--- src/pbcs_pkg.sv ---
/*
 pbcs_pkg: constants and carrier types for the pll bandwidth and base
 clock select block.
 assumes: one clock mclk, everything synchronous to it.
*/
`default_nettype none
package pbcs_pkg;
   // =======================================================
   // register offsets (byte addresses on the plain port)
   localparam logic [7:0] PBCS_CTRL_ADDR   = 8'h1C;
   localparam logic [7:0] PBCS_BW_ADDR     = 8'h1D;
   localparam logic [7:0] PBCS_PROG_ADDR   = 8'h1E;
   // =======================================================
   // field positions
   localparam int PBCS_IE_BIT    = 7;
   localparam int PBCS_FLAG_BIT  = 6;
   localparam int PBCS_ON_BIT    = 5;
   localparam int PBCS_BCS_BIT   = 4;
   localparam int PBCS_AUTO_BIT  = 7;
   localparam int PBCS_LOCK_BIT  = 6;
   localparam int PBCS_TRK_BIT   = 5;
   // =======================================================
   // reset values
   localparam logic [3:0] PBCS_MUL_RST   = 4'h6;
   localparam logic [3:0] PBCS_RNG_RST   = 4'h6;
   localparam logic [3:0] PBCS_CTRL_LOW  = 4'hF;
   // =======================================================
   // detector windows and hysteresis thresholds, in feedback counts
   localparam int         PBCS_WIN_LEN    = 16;
   localparam logic [7:0] PBCS_LOCK_TOL   = 8'h01;
   localparam logic [7:0] PBCS_UNL_TOL    = 8'h03;
   localparam logic [7:0] PBCS_TRK_TOL   = 8'h02;
   localparam logic [7:0] PBCS_UNT_TOL    = 8'h04;
   // switch-over settle, three cycles of each clock
   localparam int         PBCS_SW_CYC     = 3;
   // nominal range centre, kHz
   localparam int         PBCS_FNOM_KHZ   = 4915;

   typedef struct packed {
      logic       lock_irq_enable;
      logic       pll_enable;
      logic       base_clk_select;
      logic       auto_bw_select;
      logic       track_mode_flag;
   } pbcs_ctrl_t;

   typedef struct packed {
      logic       lock;
      logic       track;
   } pbcs_det_t;
endpackage : pbcs_pkg
`default_nettype wire

--- src/pbcs_det.sv ---
/*
 pbcs_det: frequency window comparator with enter/exit hysteresis.
 assumes: ref_tick and fb_tick are one-cycle pulses in mclk domain.
*/
`timescale 1ns/1ns
`default_nettype none
module pbcs_det
#(
   parameter int WIN = pbcs_pkg::PBCS_WIN_LEN
)
(
   input  wire logic            mclk,
   input  wire logic            rst_b,
   input  wire logic            run,
   input  wire logic            ref_tick,
   input  wire logic            fb_tick,
   output pbcs_pkg::pbcs_det_t  det
);
   import pbcs_pkg::*;

   logic [7:0] ref_cnt_r;
   logic [7:0] fb_cnt_r;
   logic [7:0] diff;
   pbcs_det_t  det_r;

   function automatic logic [7:0] absdiff(input logic [7:0] a,
                                          input logic [7:0] b);
      absdiff = (a > b) ? a - b : b - a;
   endfunction

   assign diff = absdiff(fb_cnt_r, 8'(WIN));
   assign det  = det_r;

   // =======================================================
   // window counters
   always_ff @(posedge mclk or negedge rst_b)
   begin
      if (!rst_b)
      begin
         ref_cnt_r <= 8'h00;
         fb_cnt_r  <= 8'h00;
      end
      else if (!run || (ref_tick && ref_cnt_r == 8'(WIN - 1)))
      begin
         ref_cnt_r <= 8'h00;
         fb_cnt_r  <= 8'h00;
      end
      else
      begin
         ref_cnt_r <= ref_cnt_r + {7'h00, ref_tick};
         fb_cnt_r  <= fb_cnt_r + {7'h00, fb_tick};
      end
   end

   // =======================================================
   // hysteresis verdicts at window end
   always_ff @(posedge mclk or negedge rst_b)
   begin
      if (!rst_b)
         det_r <= '0;
      else if (!run)
         det_r <= '0;
      else if (ref_tick && ref_cnt_r == 8'(WIN - 1))
      begin
         if (diff <= PBCS_LOCK_TOL)
            det_r.lock <= 1'b1; // RULE_26
         else if (diff > PBCS_UNL_TOL)
            det_r.lock <= 1'b0; // RULE_26
         if (diff <= PBCS_TRK_TOL)
            det_r.track <= 1'b1; // RULE_26
         else if (diff > PBCS_UNT_TOL)
            det_r.track <= 1'b0; // RULE_26
      end
   end
endmodule // pbcs_det
`default_nettype wire

--- src/pbcs_sel.sv ---
/*
 pbcs_sel: glitch-free base clock selector and divide by two.
 assumes: xtal_tick and vco_tick are one-cycle samples of each clock
 edge taken in the mclk domain; the output is a level toggled on the
 selected source's edges.
*/
`timescale 1ns/1ns
`default_nettype none
module pbcs_sel
(
   input  wire logic   mclk,
   input  wire logic   rst_b,
   input  wire logic   sel_vco,
   input  wire logic   xtal_tick,
   input  wire logic   vco_tick,
   output logic        base_out,
   output logic        busy
);
   import pbcs_pkg::*;

   typedef enum logic [1:0] {PBCS_RUN, PBCS_WAITX, PBCS_WAITV} pbcs_sw_t;
   pbcs_sw_t   st_r;
   logic       cur_r;
   logic [1:0] cnt_r;
   logic       tick;

   assign tick = cur_r ? vco_tick : xtal_tick;
   assign busy = (st_r != PBCS_RUN);

   // =======================================================
   // transition control: settle on crystal, then on vco when selecting it
   always_ff @(posedge mclk or negedge rst_b)
   begin
      if (!rst_b)
      begin
         st_r  <= PBCS_RUN;
         cur_r <= 1'b0;
         cnt_r <= 2'h0;
      end
      else
      begin
         case (st_r)
            PBCS_RUN:
               if (sel_vco != cur_r)
               begin
                  st_r  <= PBCS_WAITX;
                  cnt_r <= 2'h0;
               end
            PBCS_WAITX:
               if (xtal_tick)
               begin
                  if (cnt_r == 2'(PBCS_SW_CYC - 1))
                  begin
                     st_r  <= PBCS_WAITV;
                     cnt_r <= 2'h0;
                  end
                  else
                     cnt_r <= cnt_r + 2'h1; // RULE_15
               end
            PBCS_WAITV:
               if (vco_tick || !sel_vco)
               begin
                  if (cnt_r == 2'(PBCS_SW_CYC - 1) || !sel_vco)
                  begin
                     st_r  <= PBCS_RUN;
                     cur_r <= sel_vco;
                  end
                  else
                     cnt_r <= cnt_r + 2'h1; // RULE_15
               end
            default:
               st_r <= PBCS_RUN;
         endcase
      end
   end

   // =======================================================
   // output held static during switch, halved otherwise
   always_ff @(posedge mclk or negedge rst_b)
   begin
      if (!rst_b)
         base_out <= 1'b0;
      else if (st_r == PBCS_RUN && tick)
         base_out <= ~base_out; // RULE_16
   end
endmodule // pbcs_sel
`default_nettype wire

--- src/pbcs_top.sv ---
/*
 pbcs_top: control logic of a pll clock generator: bandwidth mode,
 lock/track indicators, lock interrupt, multiplier/range programming
 and the base clock selector.
 assumes: plain register port synchronous to mclk; crystal and vco
 edges arrive as one-cycle ticks already in the mclk domain.
*/
// Design decisions made here: the strobed register port and the address map.
// How it works
// RULE_01: auto mode lets the lock detector switch acquisition and tracking.
// RULE_02: in auto mode the track flag is read-only and shows filter mode.
// RULE_03: track flag sets inside track tolerance, clears outside untrack one.
// RULE_04: lock indicator sets inside lock tolerance, clears outside unlock.
// RULE_05: with irq enable, each lock toggle raises an interrupt.
// RULE_06: in manual mode the track flag is written and forces the filter.
// RULE_07: software clears the track flag before turning the pll on.
// RULE_08: software waits acquisition time before selecting tracking.
// RULE_09: software waits lock time before selecting the vco clock.
// RULE_10: manual mode hides the lock indicator and blocks interrupts.
// RULE_11: upper program nibble is multiplier n.
// RULE_12: lower program nibble is range factor l.
// RULE_13: n of zero acts as one.
// RULE_14: l of zero disables pll and forces crystal as base clock.
// RULE_15: switch waits three cycles of each clock, output held still; a switch back to crystal waits only three crystal cycles.
// RULE_16: selected clock is halved to a 50 percent base clock.
// RULE_17: vco clock cannot be selected while the pll is off.
// RULE_18: pll cannot be turned off while the vco clock is selected.
// RULE_19: one write cannot change both pll enable and clock select.
// RULE_20: vco centre is l times nominal frequency.
// RULE_21: software selects vco only once lock is shown.
// RULE_22: lock toggle sets change flag; control read clears; manual reads 0.
// RULE_23: select forced 0 while pll off or range zero; enable held by select.
// RULE_24: program register is read-only while the pll is on.
// RULE_25: reset sets pll enable and clears the other control bits.
// RULE_26: detectors compare feedback against reference with hysteresis.
// RULE_27: lock and flag are registered in bus clock domain before use.
`timescale 1ns/1ns
`default_nettype none
module pbcs_top
#(
   parameter int WIN = pbcs_pkg::PBCS_WIN_LEN
)
(
   input  wire logic         mclk,
   input  wire logic         rst_b,
   input  wire logic [7:0]   addr,
   input  wire logic [7:0]   wdata,
   input  wire logic         wr_stb,
   input  wire logic         rd_stb,
   output logic [7:0]        rdata,
   input  wire logic         xtal_tick,
   input  wire logic         vco_tick,
   output logic              base_clock_out,
   output logic              lock_irq,
   output logic              pll_run,
   output logic              filter_track,
   output logic [3:0]        mul_n,
   output logic [3:0]        range_field,
   output logic [15:0]       centre_khz
);
   import pbcs_pkg::*;

   pbcs_ctrl_t ctrl_r;
   pbcs_det_t  det;
   logic       manual_trk_r;
   logic       lock_r;
   logic       lock_d_r;
   logic       lock_change_flag_r;
   logic [3:0] mul_r;
   logic [3:0] rng_r;
   logic       fb_tick_r;
   logic [3:0] fb_div_r;
   logic [3:0] n_eff;
   logic       run;
   logic       base_w;
   logic       sel_busy;
   logic       wr_ctrl;
   logic       rd_ctrl;
   logic       toggle;
   logic [7:0] rd_nxt;

   function automatic logic [3:0] eff_mul(input logic [3:0] n);
      eff_mul = (n == 4'h0) ? 4'h1 : n; // RULE_13
   endfunction

   assign n_eff   = eff_mul(mul_r);
   assign run     = ctrl_r.pll_enable && (rng_r != 4'h0); // RULE_14
   assign wr_ctrl = wr_stb && addr == PBCS_CTRL_ADDR;
   assign rd_ctrl = rd_stb && addr == PBCS_CTRL_ADDR;
   assign toggle  = ctrl_r.auto_bw_select && (lock_r != lock_d_r);

   // =======================================================
   // feedback divider: vco ticks divided by n
   always_ff @(posedge mclk or negedge rst_b)
   begin
      if (!rst_b)
      begin
         fb_div_r  <= 4'h0;
         fb_tick_r <= 1'b0;
      end
      else
      begin
         fb_tick_r <= 1'b0;
         if (!run)
            fb_div_r <= 4'h0;
         else if (vco_tick)
         begin
            if (fb_div_r >= n_eff - 4'h1)
            begin
               fb_div_r  <= 4'h0;
               fb_tick_r <= 1'b1; // RULE_11
            end
            else
               fb_div_r <= fb_div_r + 4'h1;
         end
      end
   end

   pbcs_det #(.WIN(WIN)) u_det
   (
      .mclk     (mclk),
      .rst_b    (rst_b),
      .run      (run),
      .ref_tick (xtal_tick),
      .fb_tick  (fb_tick_r),
      .det      (det)
   );

   // =======================================================
   // control register, pll enable / select interlock
   always_ff @(posedge mclk or negedge rst_b)
   begin
      if (!rst_b)
      begin
         ctrl_r       <= '0;
         ctrl_r.pll_enable <= 1'b1; // RULE_25
         manual_trk_r <= 1'b0;
      end
      else
      begin
         if (wr_ctrl)
         begin
            if (ctrl_r.auto_bw_select)
               ctrl_r.lock_irq_enable <= wdata[PBCS_IE_BIT];
            if (wdata[PBCS_ON_BIT] != ctrl_r.pll_enable)
            begin
               if (!ctrl_r.base_clk_select)
                  ctrl_r.pll_enable <= wdata[PBCS_ON_BIT]; // RULE_18
            end
            else if (ctrl_r.pll_enable && rng_r != 4'h0) // RULE_23
               ctrl_r.base_clk_select <= wdata[PBCS_BCS_BIT]; // RULE_19
         end
         if (!run)
            ctrl_r.base_clk_select <= 1'b0; // RULE_17
         if (wr_stb && addr == PBCS_BW_ADDR)
         begin
            ctrl_r.auto_bw_select <= wdata[PBCS_AUTO_BIT];
            if (!wdata[PBCS_AUTO_BIT])
               ctrl_r.lock_irq_enable <= 1'b0;
            if (!ctrl_r.auto_bw_select)
               manual_trk_r <= wdata[PBCS_TRK_BIT]; // RULE_06
         end
         // auto mode follows the detector, manual mode the stored bit
         if (ctrl_r.auto_bw_select) // RULE_01
            ctrl_r.track_mode_flag <= det.track; // RULE_03
         else
            ctrl_r.track_mode_flag <= manual_trk_r; // RULE_06
      end
   end

   // =======================================================
   // lock indicator, registered into the bus side
   always_ff @(posedge mclk or negedge rst_b)
   begin
      if (!rst_b)
      begin
         lock_r   <= 1'b0;
         lock_d_r <= 1'b0;
      end
      else
      begin
         // manual mode holds the indicator low, so it never toggles
         lock_r   <= ctrl_r.auto_bw_select && det.lock; // RULE_04
         lock_d_r <= lock_r; // RULE_27
      end
   end

   // =======================================================
   // lock change flag: a toggle beats a clearing read
   always_ff @(posedge mclk or negedge rst_b)
   begin
      if (!rst_b)
         lock_change_flag_r <= 1'b0;
      else if (toggle)
         lock_change_flag_r <= 1'b1; // RULE_22
      else if (rd_ctrl || !ctrl_r.auto_bw_select)
         lock_change_flag_r <= 1'b0; // RULE_22
   end

   // =======================================================
   // interrupt request, stands until the flag is read away
   always_ff @(posedge mclk or negedge rst_b)
   begin
      if (!rst_b)
         lock_irq <= 1'b0;
      else
         lock_irq <= ctrl_r.auto_bw_select // RULE_10
                     && ctrl_r.lock_irq_enable
                     && lock_change_flag_r; // RULE_05
   end

   // =======================================================
   // program register, frozen while the pll is on
   always_ff @(posedge mclk or negedge rst_b)
   begin
      if (!rst_b)
      begin
         mul_r <= PBCS_MUL_RST;
         rng_r <= PBCS_RNG_RST;
      end
      else if (wr_stb && addr == PBCS_PROG_ADDR)
      begin
         // a running loop must not see its divider move underneath it
         if (!ctrl_r.pll_enable) // RULE_24
         begin
            mul_r <= wdata[7:4]; // RULE_11
            rng_r <= wdata[3:0]; // RULE_12
         end
      end
   end

   // =======================================================
   // read data, presented one cycle after the strobe
   always_comb
   begin
      rd_nxt = 8'h00;
      if (addr == PBCS_CTRL_ADDR)
         rd_nxt = {ctrl_r.lock_irq_enable,
                   lock_change_flag_r && ctrl_r.auto_bw_select,
                   ctrl_r.pll_enable,
                   ctrl_r.base_clk_select,
                   PBCS_CTRL_LOW}; // RULE_22
      else if (addr == PBCS_BW_ADDR)
         rd_nxt = {ctrl_r.auto_bw_select,
                   lock_r,
                   ctrl_r.track_mode_flag, // RULE_02
                   5'h00};
      else if (addr == PBCS_PROG_ADDR)
         rd_nxt = {mul_r, rng_r};
   end

   always_ff @(posedge mclk or negedge rst_b)
   begin
      if (!rst_b)
         rdata <= 8'h00;
      else if (rd_stb)
         rdata <= rd_nxt;
      else
         rdata <= 8'h00;
   end

   // =======================================================
   // status outputs, each from its own flip-flop
   // centre_khz wraps for range factors above 13: kept 16 bits wide
   always_ff @(posedge mclk or negedge rst_b)
   begin
      if (!rst_b)
      begin
         pll_run     <= 1'b1;
         mul_n       <= PBCS_MUL_RST;
         range_field <= PBCS_RNG_RST;
         centre_khz  <= 16'(PBCS_RNG_RST * PBCS_FNOM_KHZ);
      end
      else
      begin
         pll_run     <= run; // RULE_14
         mul_n       <= mul_r; // RULE_11
         range_field <= rng_r; // RULE_12
         centre_khz  <= 16'(rng_r * PBCS_FNOM_KHZ); // RULE_20
      end
   end

   assign filter_track   = ctrl_r.track_mode_flag; // RULE_06
   assign base_clock_out = base_w;

   // =======================================================
   // base clock selector
   pbcs_sel u_sel
   (
      .mclk      (mclk),
      .rst_b     (rst_b),
      .sel_vco   (ctrl_r.base_clk_select), // RULE_15
      .xtal_tick (xtal_tick),
      .vco_tick  (vco_tick),
      .base_out  (base_w), // RULE_16
      .busy      (sel_busy)
   );
endmodule // pbcs_top
`default_nettype wire
--- config.mk ---
export PLATFORM = sky130hd
export DESIGN_NAME = pbcs_top
export DESIGN_NICKNAME = d
export VERILOG_FILES = /design/src/pbcs_pkg.sv /design/src/pbcs_det.sv /design/src/pbcs_sel.sv /design/src/pbcs_top.sv
export SDC_FILE = /design/constraint.sdc
export NUM_CORES = 1
export LEC_CHECK = 0
export BUFFER_PORTS_ARGS = -buffer_cell sky130_fd_sc_hd__buf_2
export CAP_MARGIN = 10
export CORE_ASPECT_RATIO = 0.8
export CORE_UTILIZATION = 52
export CTS_CLUSTER_DIAMETER = 150
export CTS_CLUSTER_SIZE = 16
export DETAILED_ROUTE_END_ITERATION = 6
export HOLD_SLACK_MARGIN = 0.15
export PLACE_DENSITY_LB_ADDON = 0.2
export RECOVER_POWER = 100
export SETUP_SLACK_MARGIN = 0.02
export SLEW_MARGIN = 10
export SYNTH_ARGS = -nofsm -noshare
export SYNTH_HDL_FRONTEND = slang
export SYNTH_SLANG_ARGS = --single-unit
--- constraint.sdc ---
create_clock -name mclk -period 2.4 [get_ports mclk]
set_input_delay 0.6 -clock mclk [delete_from_list [all_inputs] [get_ports mclk]]
set_output_delay 0.6 -clock mclk [all_outputs]
set_load 0.01 [all_outputs]
Yosys cells after proc, flatten, opt, wreduce, memory -nomap -nowiden
Index checks and enable logic that the tools add are counted.
{"block": "classes", "order_cmp": 6, "mul": 1, "add_sub_neg": 7, "bitwise_logic": 4, "n_reduce_logical": 33, "eq_ne": 22, "mux": 45}
{"op": "$mux W8", "count": 7}
{"op": "$eq A8 B5 Y1 const B", "count": 3}
{"op": "$mux W2", "count": 12}
{"op": "$mux W1", "count": 19}
{"op": "$add A8 B1 Y8", "count": 2}
{"op": "$mul A4 B13 Y16 const B", "count": 1}
{"op": "$mux W4", "count": 4}
{"op": "$logic_and A1 B1 Y1", "count": 12}
{"op": "$ne A2 B1 Y1 const B", "count": 6}
{"op": "$pmux W2 S3", "count": 2}
{"op": "$reduce_and A2 Y1", "count": 5}
{"op": "$reduce_and A5 Y1", "count": 2}
{"op": "$eq A8 B4 Y1 const B", "count": 1}
{"op": "$gt A8 B2 Y1 const B", "count": 1}
{"op": "$gt A8 B3 Y1 const B", "count": 1}
{"op": "$gt A8 B5 Y1 const B", "count": 1}
{"op": "$le A8 B1 Y1 const B", "count": 1}
{"op": "$le A8 B2 Y1 const B", "count": 1}
{"op": "$ne A2 B2 Y1 const B", "count": 4}
{"op": "$sub A5 B8 Y8 const A", "count": 1}
{"op": "$sub A8 B5 Y8 const B", "count": 1}
{"op": "$ne A3 B1 Y1 const B", "count": 2}
{"op": "$reduce_and A3 Y1", "count": 2}
{"op": "$add A4 B1 Y4 const B", "count": 1}
{"op": "15 further kinds", "count": 26}
{"block": "totals", "wordCells": 145, "output_inout_bits": 36, "in_bits": 22, "ff_bits": 80}

Depth between registers and ports, before layout
Gate-level depths: netlist of the first run.
{"block": "logic_depth", "ltp_word": 7, "ltp_mapped": 10, "depth_no_buf": 10}

Hierarchy
Synthesis of the first run repeated with hierarchy kept, for this count alone.
{"block": "unflattened", "hier_cells": 366, "hier_area_um2": 4137.7}
{"module": "pbcs_top", "area_each_um2": 2482.4, "cells_each": 205, "instances": 1, "seq_area_each_um2": 1347.5}
{"module": "pbcs_det", "area_each_um2": 1184.9, "cells_each": 118, "instances": 1, "seq_area_each_um2": 450.4}
{"module": "pbcs_sel", "area_each_um2": 470.5, "cells_each": 43, "instances": 1, "seq_area_each_um2": 150.1}

Least setup slack after synthesis of the first run
Ideal clock, no wire load.
{"block": "synth_path", "path_kind": "register -> register", "start": "register rng_r[2]", "end": "register centre_khz[14]", "setup_ps": 84, "synth_period_minus_slack_ps": 2447, "required_time_ps": 2316, "stages_incl_launch_ff": 11, "arrival_ps": 2364, "setup_slack_ps": -47, "path_buffers": 0, "path_cell_list": "dfstp_2 > inv_1 > ha_1 > ha_1 > or2_2 > ha_1 > a21oi_1 > nor2b_1 > a21oi_1 > o21ai_0 > xnor2_1"}
{"block": "synth_between", "elab_chain_len": 1}
{"item": "start: declaration", "line": "pbcs_top.sv:70", "text": "logic [3:0] rng_r;"}
{"item": "start signal: assignment", "line": "pbcs_top.sv:227", "text": "rng_r <= wdata[3:0];"}
{"item": "$mul A4 B13 Y16", "line": "pbcs_top.sv:279", "text": "centre_khz <= 16'(rng_r * PBCS_FNOM_KHZ);"}
{"item": "end signal: assignment", "line": "pbcs_top.sv:272", "text": "centre_khz <= 16'(PBCS_RNG_RST * PBCS_FNOM_KHZ);"}
{"item": "end signal: assignment", "line": "pbcs_top.sv:279"}
{"item": "end: declaration", "line": "pbcs_top.sv:59", "text": "output logic [15:0] centre_khz"}
No other way between the ends.
A chain may end at the register's enable or synchronous reset.

Worst setup path in the final report of the first run
{"block": "layout_path", "start": "register mul_r[1]", "end": "register fb_div_r[0]"}
{"block": "layout_between", "elab_chain_len": 7}
{"item": "start: declaration", "line": "pbcs_top.sv:69", "text": "logic [3:0] mul_r;"}
{"item": "start signal: assignment", "line": "pbcs_top.sv:226", "text": "mul_r <= wdata[7:4];"}
{"item": "$logic_not A4 Y1", "line": "pbcs_top.sv:83", "text": "eff_mul = (n == 4'h0) ? 4'h1 : n;"}
{"item": "$mux W4 (*)", "line": "pbcs_top.sv:83"}
{"item": "$sub A4 B1 Y4 (*)", "line": "pbcs_top.sv:108", "text": "if (fb_div_r >= n_eff - 4'h1)"}
{"item": "$ge A4 B4 Y1 (*)", "line": "pbcs_top.sv:108"}
{"item": "$mux W4 (*)", "line": "pbcs_top.sv:108"}
{"item": "$mux W4 (*)", "line": "pbcs_top.sv:106", "text": "else if (vco_tick)"}
{"item": "$mux W4 (*)", "line": "pbcs_top.sv:104", "text": "if (!run)"}
{"item": "end signal: assignment", "line": "pbcs_top.sv:114", "text": "fb_div_r <= fb_div_r + 4'h1;"}
{"item": "end: declaration", "line": "pbcs_top.sv:72", "text": "logic [3:0] fb_div_r;"}
Every way passes the cells marked *; elsewhere a longest branch is shown, timed or not. The select of a mux whose other input is x is not followed.

==> results.yml, run 1 <==
global_routing:
  use_met2_pct: 32.12
  use_met3_pct: 6.799
  grt_max_degree: 42
  grt.busiest_layer: "met2"
  antenna_found_initial: 0
  grt_use_total_pct: 21.57
  overflow: 0
  grt_pass1_wl_mm: 13.34
  grt_pass1_vias: 2782
  use_met1_pct: 30.24
die:
  core_area_mm2: 0.007462
  fp.dieH_um: 81.00
  design.die.area_mm2: 0.008160
  die_w_um: 100.7
  row_count: 28
  initial_core_util_pct: 54.36
  num_io_pins: 58
detailed_routing:
  first_iter_violations: 150
  drtAntennaViolNets: 0
  vias: 2892
  wl_per_cell_um: 14.56
  first_pass_iters: 4
  drc_errors: 0
  routed_wl_mm: 8.006
  avgViaCountPerCell: 5.258
setup_path:
  worst_path_max_delay_cell: "dfstp_2"
  start_kind: "flop"
  crit_path_max_fanout: 5
  cp_top_family: "compound AO/OA/AOI/OAI gates"
  worstSetupPathType: "reg2reg"
  critical_path_required_ps: 2680
  crit_path_end_kind: "flop"
  worst-path-buf-inv: 0
  cp_data_arrival_time_ps: 2600
  slowest_delay_ps: 570
  path_cells: "nor3_1 > nor2_1 > ha_1 > ha_1 > a21o_1 > a21o_1 > a2111o_1 > a21oi_1"
  r2r_slack_ps: 70
final_layout:
  final_cell_mix: "dfrtp_1 (60), clkbuf_1 (44), ha_1 (36), nand2_1 (28), nor2_1 (25)"
  final_common_cell: "dfrtp_1"
  layout.cells.non_filler: 550
  areaGrowthSynthToFinish_pct: 15.21
  design_area_mm2: 0.004673
  n_antenna_cell: 0
  drive_gt1_share_pct: 17.98
  nets: 499
synth:
  synthesis.area_mm2: 0.004056
  yosysSeqAreaShare_pct: 48.67
  syn_nets: 427
  syn_inst: 368
  syn_area_per_cell_um2: 11.02
  synth_seq_cells: 78
  synth-main-ff-cell: "dfrtp_1"
  synthArstFlopShare_pct: 100.0
  yosys_warnings: 0
  synth_edf_count: 0
  yosysUniqueCellTypes: 67
sta:
  finalSetupViolations: 0
  maxSlewViolCount: 0
  fmax_mhz: 430.0
  timing.final.ws_setup_ps: 74.58
  finalHoldViolCount: 0
  tightest_slew_ps: 1015
  min_period_ps: 2325
  setup_tns_ps: 0
  grt_setup_unrepaired: "yes"
  slew_headroom_pct: 32.36
  worst_hold_slack_ps: 398.2
  post-route-period-util_pct: 96.89
  fin_worst_skew_ps: 9.781
clock_tree:
  root_buffer: "clkbuf_8"
  clock_path_buffers: 2
  cts.reportedPaths.clkPinSlew_ps: 80
  clock_latency_ps: 350
  cts_buffers: 9
  ctsHoldBuffers: 0
  htree_levels: 3
  cts_tree: "built"
  cts.sinks: 78
pwr:
  leakagePower_uw: 0.002131
  power_density_mw_per_mm2: 780.9
  ir_worst_vdd_mv: 0.3892
placement:
  dp_slack_ps: 62.46
  place_congestion: 0.8447
  numPortBuffers: 57
  dp_cells: 533
  place_hpwl_mm: 5.863
  place_area_mm2: 0.004519
hold_path:
  hp-class: "in2async"
status:
  status: "finished, final reports clean"
run:
  drv_cap: 0
[metrics by stage]
| step | power, uW | utilization, % |
|---|---|---|
| 3_5_place_dp | 2511 | 60.56 |
| 2_1_floorplan | 2179 | - |
| 4_1_cts | 3742 | 63.98 |
| 6_report | 3649 | 62.63 |
| 5_1_grt | 3870 | 62.63 |
| 3_3_place_gp | 2483 | 60.56 |
[area by class of cell]
type                            instances  area [um^2]
Clock buffer                           11        141.4
Clock inverter                          5        106.4
Fill cell                             653         2789
Inverter                               20        75.07
Multi-Input combinational cell        258         1918
Sequential cell                        78         1974
Tap cell                              105        131.4
Timing Repair Buffer                   73        326.6
[worst paths after layout]
kind | cells past startpoint | from | end
setup / recovery | 8 | mul_r[1] | fb_div_r[0]
hold / removal | 1 | rst_b | lock_d_r
setup reg to reg | 8 | mul_r[1] | fb_div_r[0]
hold reg to reg | 0 | mul_r[1] | mul_n[1]
max in group asynchronous | 2 | rst_b | u_sel.st_r[0]
min in group mclk | 0 | mul_r[1] | mul_n[1]
[synth_stat cells, types with 2 or more instances]
cell      instances  area (um^2)
clkbuf_1          2        7.510
mux2_4            2        30.03
buf_2             4        20.02
a21oi_1          20        100.1
nor4bb_1          2        20.02
a311oi_1          2        17.52
nor2b_1           5        31.28
ha_1             37        462.9
buf_4             3        22.52
dfrtp_1          60         1501
and4b_1           2        20.02
nor2_1           24        90.09
a21o_1            3        22.52
o2111a_1          2        22.52
nand3_1          11        55.05
o31ai_1           4        30.03
nor3_1            3        15.01
nand2b_1          3        18.77
o22ai_1           3        18.77
nand4_1           2        12.51
o21ai_0          10        50.05
o21ai_2           4        35.03
nand2_2           6        37.54
a31oi_1           5        31.28
dfstp_2          18        473.0
xnor2_1          20        175.2
inv_1            20        75.07
and3_1            9        56.30
mux2i_1           2        20.02
xor2_1            8        70.07
mux2_1            3        33.78
and2_1            2        12.51
nand2_1          28        105.1
nor4b_1           2        17.52
o211ai_1          4        30.03
mux2_2            2        22.52
[sequential cells by signal (all words and copies together), names as in the netlist, 3 cells and up]
name,flops
u_det.ref_cnt_r,8
range_field,3
ctrl_r,4
mul_n,4
u_det.fb_cnt_r,8
centre_khz,15
rng_r,4
fb_div_r,4
mul_r,4
rdata,8
[report_power, final]
part           switching [uW]  internal [uW]
Sequential               85.1           1520
Combinational             491            356
Clock                     474            721
Total                    1050           2600
[worst register-to-register path, delay by kind of cell (launching register included)]
kind                     cells  cell delay, ps
AO/OA/AOI/OAI                4             910
flip-flops                   1             570
adder cells (fa/ha/maj)      2             540
AND/OR/NAND/NOR              2             230
[cell families after synthesis]
kind of cell / share of synthesized area (%)
xor+xnor: 6.046
compound gates: 11.63
flops: 48.67
fa+ha+maj: 11.41
mux: 2.622
simple gates: 15.67
buf+inv: 3.948
[routing by layer]
metal | wire [um] | part of all wire [%]
met1 | 3989 | 50
met2 | 3544 | 44
met3 | 391 | 4.9
met4 | 80 | 1.0
met5 | 0 | 0
[repair_timing]
item                       4_1_cts  5_1_grt
setup buffers                    0        1
gates resized for setup          1        4
pin swaps                        0        3
setup endpoints to repair        1        7
No activity file was read; power rests on OpenSTA's default activity.
==> run 2, diff against run 1 <==
- CORE_UTILIZATION: 52 -> 59
- RECOVER_POWER: 100 -> not set
- clock period: 2.4 -> 2.9 ns (I/O delays scaled with it)
==> run 2 against run 1 <==
Via count up 2.2%. Combinational power is 18% lower. Critical endpoint is now centre_khz[14]. Largest cell class unchanged. Sequential share of layout area rose by 0.33 points. Highest routed layer unchanged.
==> results.yml, run 2 (synthesis results as in run 1) <==
sta:
  min_period_ps: 2624
  maxSlewViolCount: 0
  tightest_slew_ps: 950.0
  post-route-period-util_pct: 90.49
  slew_headroom_pct: 36.67
  fin_worst_skew_ps: 14.03
  grt_setup_unrepaired: "no"
  fmax_mhz: 381.1
  setup_tns_ps: 0
  finalSetupViolations: 0
  finalHoldViolCount: 0
final_layout:
  fin_util_pct: 71.27
  final_cell_mix: "dfrtp_1 (60), buf_2 (56), ha_1 (37), nand2_1 (28), nor2_1 (24)"
  nets: 485
  layout.cells.non_filler: 515
  final-seq-area_mm2: 0.001974
  final_common_cell: "dfrtp_1"
  n_antenna_cell: 0
  areaGrowthSynthToFinish_pct: 14.31
  multi_input_area_mm2: 0.001926
  nFillCells: 487
  largest-register: "centre_khz"
  largest_reg_flops: 15
  design_area_mm2: 0.004637
  drive_gt1_share_pct: 26.91
status:
  status: "finished, final reports clean"
clock_tree:
  cts_resized: 0
  ctsHoldBuffers: 0
  cts_buffers: 9
  root_buffer: "clkbuf_8"
  cts.sinks: 78
  cts.reportedPaths.clkPinSlew_ps: 90
  clock_latency_ps: 350
  clock_path_buffers: 2
  htree_levels: 3
  cts_tree: "built"
  cts_setup_buffers: 0
setup_path:
  critical_path_required_ps: 3180
  worstSetupPathType: "reg2reg"
  crit_path_end_kind: "flop"
  cp_data_arrival_time_ps: 2900
  crit_path_max_fanout: 6
  start_kind: "flop"
pwr:
  leakagePower_uw: 0.002216
  finalPower_uw: 3027
  ir_worst_vdd_mv: 0.3768
  power_density_mw_per_mm2: 652.8
detailed_routing:
  vias: 2955
  avgViaCountPerCell: 5.738
  first_iter_violations: 141
  drc_errors: 0
  first_pass_iters: 4
  drtAntennaViolNets: 0
  wl_per_cell_um: 15.27
  routed_wl_mm: 7.866
hold_path:
  hp-class: "reg2reg"
global_routing:
  grt_max_degree: 79
  antenna_found_initial: 0
  grt_pass1_wl_mm: 13.57
  grt_use_total_pct: 24.23
  overflow: 0
  grt_pass1_vias: 2826
die:
  design.die.area_mm2: 0.007213
  core_area_mm2: 0.006506
  row_count: 26
  initial_core_util_pct: 62.35
  fp.dieH_um: 76.17
  num_io_pins: 58
  die_w_um: 94.71
placement:
  place_congestion: 0.7732
  place_area_mm2: 0.004379
  numPortBuffers: 57
  dp_cells: 499
  place_hpwl_mm: 5.568
run:
  drv_cap: 0
==> run 2: changes by cell type in the layout (fill, tap and decap cells not counted), sizes merged <==
cell,previous run,this run
clkbuf,57,10
buf,27,59
inv,20,22
clkinvlp,1,0
==> run 2: final cells by class <==
cell class,count,area share [%]
Multi-Input combinational cell,258,41.53
Sequential cell,78,42.58
Tap cell,84,2.267
Timing Repair Buffer,59,6.530
Clock buffer,10,2.968
Inverter,20,1.619
Clock inverter,6,2.509
==> run 2: power by group <==
part / switching [uW] / internal (uW)
logic: 401 / 292
clock network: 406 / 603
registers: 64.8 / 1260
total: 872 / 2150
==> run 2: per-stage QoR <==
stage               setup slack, ps  hold slack, ps
floorplan                     452.6           367.7
global placement              308.6           373.5
detailed placement            192.4           384.0
CTS                           147.0           397.4
global route                  87.83           405.4
finish                        275.8           400.4
==> run 2: layer usage <==
| metal | vias to the layer above | routed length [um] | GRT usage [%] |
|---|---|---|---|
| li1 | 1408 | - | - |
| met1 | 1454 | 3715 | 35.19 |
| met2 | 85 | 3645 | 36.62 |
| met3 | 8 | 449 | 5.888 |
| met4 | 0 | 55 | 5.758 |
| met5 | - | 0 | 0 |
==> run 2: final timing paths <==
kind / startpoint / to / slack [ps] / cells after the start
max in group asynchronous: rst_b / u_det.ref_cnt_r[0] / 1760 / 1
hold reg to reg: rng_r[2] / range_field[2] / 400 / 0
hold / removal: rng_r[2] / range_field[2] / 400 / 0
setup reg to reg: rng_r[2] / centre_khz[14] / 280 / 10
setup / recovery: rng_r[2] / centre_khz[14] / 280 / 10
min in group asynchronous: rst_b / lock_irq / 520 / 1
==> run 2: critical path: stages (launching register included) <==
cell	delay, ps
dfstp_2	580
inv_1	140
ha_1	240
ha_1	180
or2_2	320
ha_1	370
a21oi_1	90
nor2b_1	190
a21oi_2	120
o21ai_1	200
xnor2_1	140
